===== config.mk =====
export PLATFORM = sky130hd
export DESIGN_NAME = spc_config_bank
export DESIGN_NICKNAME = d
export VERILOG_FILES = /design/src/design/spc_pkg.sv /design/src/design/spc_config_bank.sv
export SDC_FILE = /design/constraint.sdc
export NUM_CORES = 1
export LEC_CHECK = 0
export BUFFER_PORTS_ARGS = -buffer_cell sky130_fd_sc_hd__buf_2
export CORE_UTILIZATION = 51
export DETAILED_ROUTE_END_ITERATION = 7
export PLACE_DENSITY = 0.85
export SETUP_SLACK_MARGIN = 0.02
export SYNTH_ARGS = -nofsm -noshare
export SYNTH_HDL_FRONTEND = slang
export SYNTH_SLANG_ARGS = --single-unit

===== constraint.sdc =====
create_clock -name mclk -period 3.1 [get_ports mclk]
set_input_delay 0.62 -clock mclk [delete_from_list [all_inputs] [get_ports mclk]]
set_output_delay 0.62 -clock mclk [all_outputs]
set_load 0.1 [all_outputs]

===== src/design/spc_pkg.sv =====
// package: offsets, field positions, reset values and carriers for the config byte bank
package spc_pkg;
  localparam logic [7:0] off_rsvd_a = 8'h07;
  localparam logic [7:0] off_xcvr_ctl_one = 8'h08;
  localparam logic [7:0] off_xcvr_ctl_two = 8'h09;
  localparam logic [7:0] off_xcvr_ver_one = 8'h0a;
  localparam logic [7:0] off_xcvr_ver_two = 8'h0b;
  localparam logic [7:0] off_test_one = 8'h0c;
  localparam logic [7:0] off_test_two = 8'h0d;
  localparam logic [7:0] off_port0_vlan = 8'h0e;
  localparam logic [7:0] off_flow_ctl = 8'h04;
  localparam logic [4:0] mreg_switch = 5'h12;
  localparam logic [4:0] mreg_vlan0 = 5'h13;
  localparam int bit_savepw = 1;
  localparam int bit_mdix = 0;
  localparam int bit_downgrade = 4;
  localparam int bit_cos = 6;
  localparam int bit_hiport = 5;
  localparam int bit_pause = 7;
  localparam int mbit_downgrade = 6;
  localparam int mbit_pause = 13;
  localparam int mbit_cos = 14;
  localparam int mbit_hiport = 13;
  localparam logic rst_savepw = 1'b1;
  localparam logic rst_mdix = 1'b1;
  localparam logic rst_downgrade = 1'b0;
  localparam logic rst_cos = 1'b0;
  localparam logic rst_hiport = 1'b0;
  localparam logic rst_pause = 1'b1;
  localparam logic [7:0] rst_rsvd_d = 8'h04;
  localparam logic [7:0] rsvd_zero = 8'h00;
  localparam logic [7:0] wake_lead = 8'h04;

  typedef struct packed {
    logic savepw;
    logic mdix;
    logic downgrade;
    logic cos;
    logic hiport;
    logic pause;
  } spc_cfg_type;

  typedef enum logic [1:0] {
    st_idle = 2'b00,
    st_wake = 2'b01,
    st_flp = 2'b10
  } spc_state_type;

  typedef struct packed {
    spc_cfg_type cfg;
    spc_state_type st;
    logic [7:0] wcnt;
    logic wake;
    logic flp_go;
    logic adv_full;
    logic pause_on;
    logic hi_pri;
    logic hi_vld;
    logic [7:0] rdata;
    logic [15:0] mrdata;
  } spc_state_bundle_type;
endpackage


===== src/design/spc_config_bank.sv =====
// config byte bank 07h..0eh and 04h with management mirrors and the logic they steer
`timescale 1ns/1ps
`default_nettype none
module spc_config_bank #(
  parameter logic [7:0] wake_cycles = spc_pkg::wake_lead
) (
  input wire logic mclk,
  input wire logic rst,
  input wire logic ce,
  input wire logic rom_we,
  input wire logic [7:0] rom_addr,
  input wire logic [7:0] rom_wdata,
  input wire logic rom_re,
  output logic [7:0] rom_rdata,
  input wire logic mgmt_we,
  input wire logic mgmt_re,
  input wire logic [4:0] mgmt_addr,
  input wire logic [15:0] mgmt_wdata,
  output logic [15:0] mgmt_rdata,
  input wire logic flp_req,
  output logic xcvr_wake,
  output logic flp_start,
  output logic mdix_en,
  input wire logic link_full,
  input wire logic partner_full,
  input wire logic partner_pause,
  output logic adv_full_duplex,
  output logic pause_en,
  input wire logic rx_valid,
  input wire logic rx_tag_high,
  output logic rx_high_pri,
  output logic rx_pri_valid
);
  spc_pkg::spc_state_bundle_type s_q, s_d;

  if (wake_cycles == 8'h00) begin : g_bad_wake
    $error("wake_cycles must be at least one");
  end

  always_comb begin
    s_d = s_q;
    s_d.flp_go = 1'b0;
    s_d.hi_vld = 1'b0;
    if (rom_we) begin
      case (rom_addr)
        spc_pkg::off_xcvr_ctl_two: begin
          s_d.cfg.savepw = rom_wdata[spc_pkg::bit_savepw];
          s_d.cfg.mdix = rom_wdata[spc_pkg::bit_mdix];
        end
        spc_pkg::off_xcvr_ver_two: begin
          s_d.cfg.downgrade = rom_wdata[spc_pkg::bit_downgrade];
        end
        spc_pkg::off_port0_vlan: begin
          s_d.cfg.cos = rom_wdata[spc_pkg::bit_cos];
          s_d.cfg.hiport = rom_wdata[spc_pkg::bit_hiport];
        end
        spc_pkg::off_flow_ctl: begin
          s_d.cfg.pause = rom_wdata[spc_pkg::bit_pause];
        end
        default: begin
        end
      endcase
    end
    if (mgmt_we) begin
      case (mgmt_addr)
        spc_pkg::mreg_switch: begin
          s_d.cfg.downgrade = mgmt_wdata[spc_pkg::mbit_downgrade];
          s_d.cfg.pause = mgmt_wdata[spc_pkg::mbit_pause];
        end
        spc_pkg::mreg_vlan0: begin
          s_d.cfg.cos = mgmt_wdata[spc_pkg::mbit_cos];
          s_d.cfg.hiport = mgmt_wdata[spc_pkg::mbit_hiport];
        end
        default: begin
        end
      endcase
    end
    if (rom_re) begin
      s_d.rdata = spc_pkg::rsvd_zero;
      case (rom_addr)
        spc_pkg::off_xcvr_ctl_two: begin
          s_d.rdata[spc_pkg::bit_savepw] = s_q.cfg.savepw;
          s_d.rdata[spc_pkg::bit_mdix] = s_q.cfg.mdix;
        end
        spc_pkg::off_xcvr_ver_two: begin
          s_d.rdata[spc_pkg::bit_downgrade] = s_q.cfg.downgrade;
        end
        spc_pkg::off_test_two: begin
          s_d.rdata = spc_pkg::rst_rsvd_d;
        end
        spc_pkg::off_port0_vlan: begin
          s_d.rdata[spc_pkg::bit_cos] = s_q.cfg.cos;
          s_d.rdata[spc_pkg::bit_hiport] = s_q.cfg.hiport;
        end
        spc_pkg::off_flow_ctl: begin
          s_d.rdata[spc_pkg::bit_pause] = s_q.cfg.pause;
        end
        default: begin
        end
      endcase
    end
    if (mgmt_re) begin
      s_d.mrdata = 16'h0000;
      case (mgmt_addr)
        spc_pkg::mreg_switch: begin
          s_d.mrdata[spc_pkg::mbit_downgrade] = s_q.cfg.downgrade;
          s_d.mrdata[spc_pkg::mbit_pause] = s_q.cfg.pause;
        end
        spc_pkg::mreg_vlan0: begin
          s_d.mrdata[spc_pkg::mbit_cos] = s_q.cfg.cos;
          s_d.mrdata[spc_pkg::mbit_hiport] = s_q.cfg.hiport;
        end
        default: begin
        end
      endcase
    end
    case (s_q.st)
      spc_pkg::st_idle: begin
        s_d.wake = 1'b0;
        if (flp_req) begin
          if (s_q.cfg.savepw) begin
            s_d.st = spc_pkg::st_wake;
            s_d.wake = 1'b1;
            s_d.wcnt = wake_cycles;
          end else begin
            s_d.st = spc_pkg::st_flp;
          end
        end
      end
      spc_pkg::st_wake: begin
        s_d.wcnt = s_q.wcnt - 8'h01;
        if (s_q.wcnt == 8'h01) begin
          s_d.st = spc_pkg::st_flp;
        end
      end
      spc_pkg::st_flp: begin
        s_d.flp_go = 1'b1;
        s_d.st = spc_pkg::st_idle;
      end
      default: begin
        s_d.st = spc_pkg::st_idle;
      end
    endcase
    s_d.pause_on = s_q.cfg.pause & link_full;
    s_d.adv_full = ~(s_q.cfg.downgrade & link_full & partner_full & ~partner_pause);
    if (rx_valid) begin
      s_d.hi_vld = 1'b1;
      s_d.hi_pri = s_q.cfg.hiport | (s_q.cfg.cos & rx_tag_high);
    end
  end

  always_ff @(posedge mclk or posedge rst) begin
    if (rst) begin
      s_q <= '0;
      s_q.cfg.savepw <= spc_pkg::rst_savepw;
      s_q.cfg.mdix <= spc_pkg::rst_mdix;
      s_q.cfg.downgrade <= spc_pkg::rst_downgrade;
      s_q.cfg.cos <= spc_pkg::rst_cos;
      s_q.cfg.hiport <= spc_pkg::rst_hiport;
      s_q.cfg.pause <= spc_pkg::rst_pause;
      s_q.st <= spc_pkg::st_idle;
      s_q.adv_full <= 1'b1;
    end else if (ce) begin
      s_q <= s_d;
    end
  end

  assign rom_rdata = s_q.rdata;
  assign mgmt_rdata = s_q.mrdata;
  assign xcvr_wake = s_q.wake;
  assign flp_start = s_q.flp_go;
  assign mdix_en = s_q.cfg.mdix;
  assign adv_full_duplex = s_q.adv_full;
  assign pause_en = s_q.pause_on;
  assign rx_high_pri = s_q.hi_pri;
  assign rx_pri_valid = s_q.hi_vld;
endmodule
`default_nettype wire


==> results.cfg <==
[drt]
vias = 1501
drtAntennaViolNets = 0
drc = 0
wl_per_cell_um = 11.9
drt_wl_total_um = 3440
first_iter_violations = 64
vias_per_cell = 5.19
dr.pass1.iters = 4

[worst_setup_path]
cp_num_cells = 1
crit_arrival_ns = 1.30
start_kind = flop
critPathMaxStageDelay_ns = 0.55
cpLargestDelayFamily = flip-flops
cp.required_ns = 2.48
cp_max_fo = 3
path_buf_inv = 1
crit_path_cell_trace = buf_2
critical_path_class = flop to primary output
cp_slowest_cell = dfstp_2
r2r_cells = 4
endpoint_kind = primary output

[timing]
timing.setup.tns_ns = 0
slew_headroom_pct = 53.3
post-route-period-util_pct = 62.0
setup_ws_ns = 1.18
drv_slew = 0
clock_skew_ns = 0.0104
hold_viol_final = 0
setup_viol = 0
rsz0062_at_grt = false
fmax_mhz = 520
tightest_slew_ns = 0.696
period_needed_ns = 1.92

[run]
drv_cap = 0

[finish]
final_util_pct = 61.0
drive_gt1_share_pct = 29.2
nets = 294
area_growth_pct = 12.7
antenna_cells = 0
finalNonFillerCells = 289

[die]
rows = 21
fp.dieH_um = 62.2
die-area_mm2 = 0.00387
start_util_pct = 54.1
chipWidth_um = 62.2
ios = 81
core_region_area_mm2 = 0.00342

[placed_design]
dp_cells = 281
port_buffers = 51
dp_slack_ns = 0.863
place.gp.congestion = 0.872
dp.final_hpwl_um = 2630

[clocking]
clk_pin_slew_ns = 0.10
postCtsResizedCells = 0
postCtsHoldBufs = 0
clk_latency_ns = 0.33
cts_htree_levels = 2
cts_setup_buffers = 0
cts_tree = built
cts_buffers = 5
clockBufferDepth = 2
ctsRootBufferMaster = clkbuf_4
clock-sinks = 32

[logic_synthesis]
post-synth-top-count-cell = dfrtp_1
synth-edff-count = 0
syn_inst = 200
synth_common_cells = 28 x dfrtp_1, 24 x buf_4, 23 x nand2_1
synth_flop_cell = dfrtp_1
avgSynthCellArea_um2 = 9.25
synth_area_leader_cell = dfrtp_1
async_flop_share_pct = 100
yosys_warnings = 0
synth_area_leaders = dfrtp_1 38%, buf_4 9.7%, dfstp_2 5.7%
synth.distinct_cells = 46
synth_top_area_share_pct = 37.9
synth_area_mm2 = 0.00185
synth_seq_cells = 32
ys_seq_area_share_pct = 43.6

[power]
ir_drop_uv = 257
total_power_w = 0.00106
cellPowerDensity_mw_per_mm2 = 508
power_leakage_nw = 1.02

[grt]
grt_pass1_vias = 1373
grt.total_usage_pct = 20.1
antenna_found_initial = 0
grt_first_pass_wirelength_um = 6020
grt_max_degree = 33
grt_overflow = 0

[status]
status = complete, no violations

[min_path]
min_path_type = primary input to asynchronous set/reset pin
[cell type report]
cell class              instances  area [um^2]
inverters                       9         33.8
flip-flops and latches         32          806
repair buffers                 52          263
clock buffers                   8         68.8
multi-input cells             142          855
well taps                      46         57.6
fillers                       303         1330
[cell families (layout without fill, tap and decap cells)]
kind of cell | count (synthesis) | in the layout | share of synthesized area, %
AO/OA/AOI/OAI | 35 | 35 | 11.8
XOR/XNOR | 5 | 5 | 2.37
adder cells (fa/ha/maj) | 2 | 2 | 1.35
buffers and inverters | 39 | 69 | 12.9
flip-flops | 32 | 32 | 43.6
multiplexers | 4 | 4 | 2.77
other | 1 | 14 | 0.203
AND/OR/NAND/NOR | 82 | 82 | 25.0
[state kept, by name, indices dropped and copies added, names as in the netlist]
| register | flops |
|---|---|
| mgmt_rdata | 3 |
| pause_en | 1 |
| s_q | 15 |
| rom_rdata | 7 |
| rx_pri_valid | 1 |
| rx_high_pri | 1 |
| xcvr_wake | 1 |
| flp_start | 1 |
| adv_full_duplex | 1 |
| mdix_en | 1 |
[through the flow]
step	hold WS [ns]	area [um^2]
final	0.339	2080
after global routing	0.348	2080
after CTS	0.344	2080
after detailed placement	0.466	2010
after global placement	0.456	2010
after floorplan	0.450	1900
[routing by layer]
metal	share of wire, %	up-vias	wire length, um	global-route usage (%)
met5	0	-	0	0
met4	2.1	0	72	8.14
met3	6.6	7	226	6.43
met2	47	58	1600	32.4
met1	45	687	1530	24.8
li1	-	749	-	-
[layout by cell type, fill, tap and decap left out, types with 5 or more instances in the layout]
cell type / count
o21ai_0: 14
buf_2: 51
xnor2_1: 5
nor2_1: 11
nor3_1: 5
conb_1: 14
clkbuf_4: 5
nand3_1: 8
dfrtp_1: 28
nand2b_1: 5
inv_1: 9
nand2_1: 23
nor4_1: 5
[power by group]
group          total [W]  leakage (nW)  internal (W)  switching (W)
clock           0.000267        0.0386      0.000133       0.000134
combinational   0.000303         0.576     0.0000735       0.000230
sequential      0.000487         0.407      0.000455      0.0000326
[final timing paths]
path / from / endpoint / slack (ns)
max: mdix_en / mdix_en / 1.18
min: rst / rom_rdata[7] / 0.34
min in group mclk: rx_valid / rx_high_pri / 0.48
min reg2reg: rom_rdata[4] / rom_rdata[4] / 0.48
max in group asynchronous: rst / adv_full_duplex / 2.43
max reg2reg: s_q[33] / s_q[38] / 1.30
Note: power is estimated with default switching activity, not from simulation.
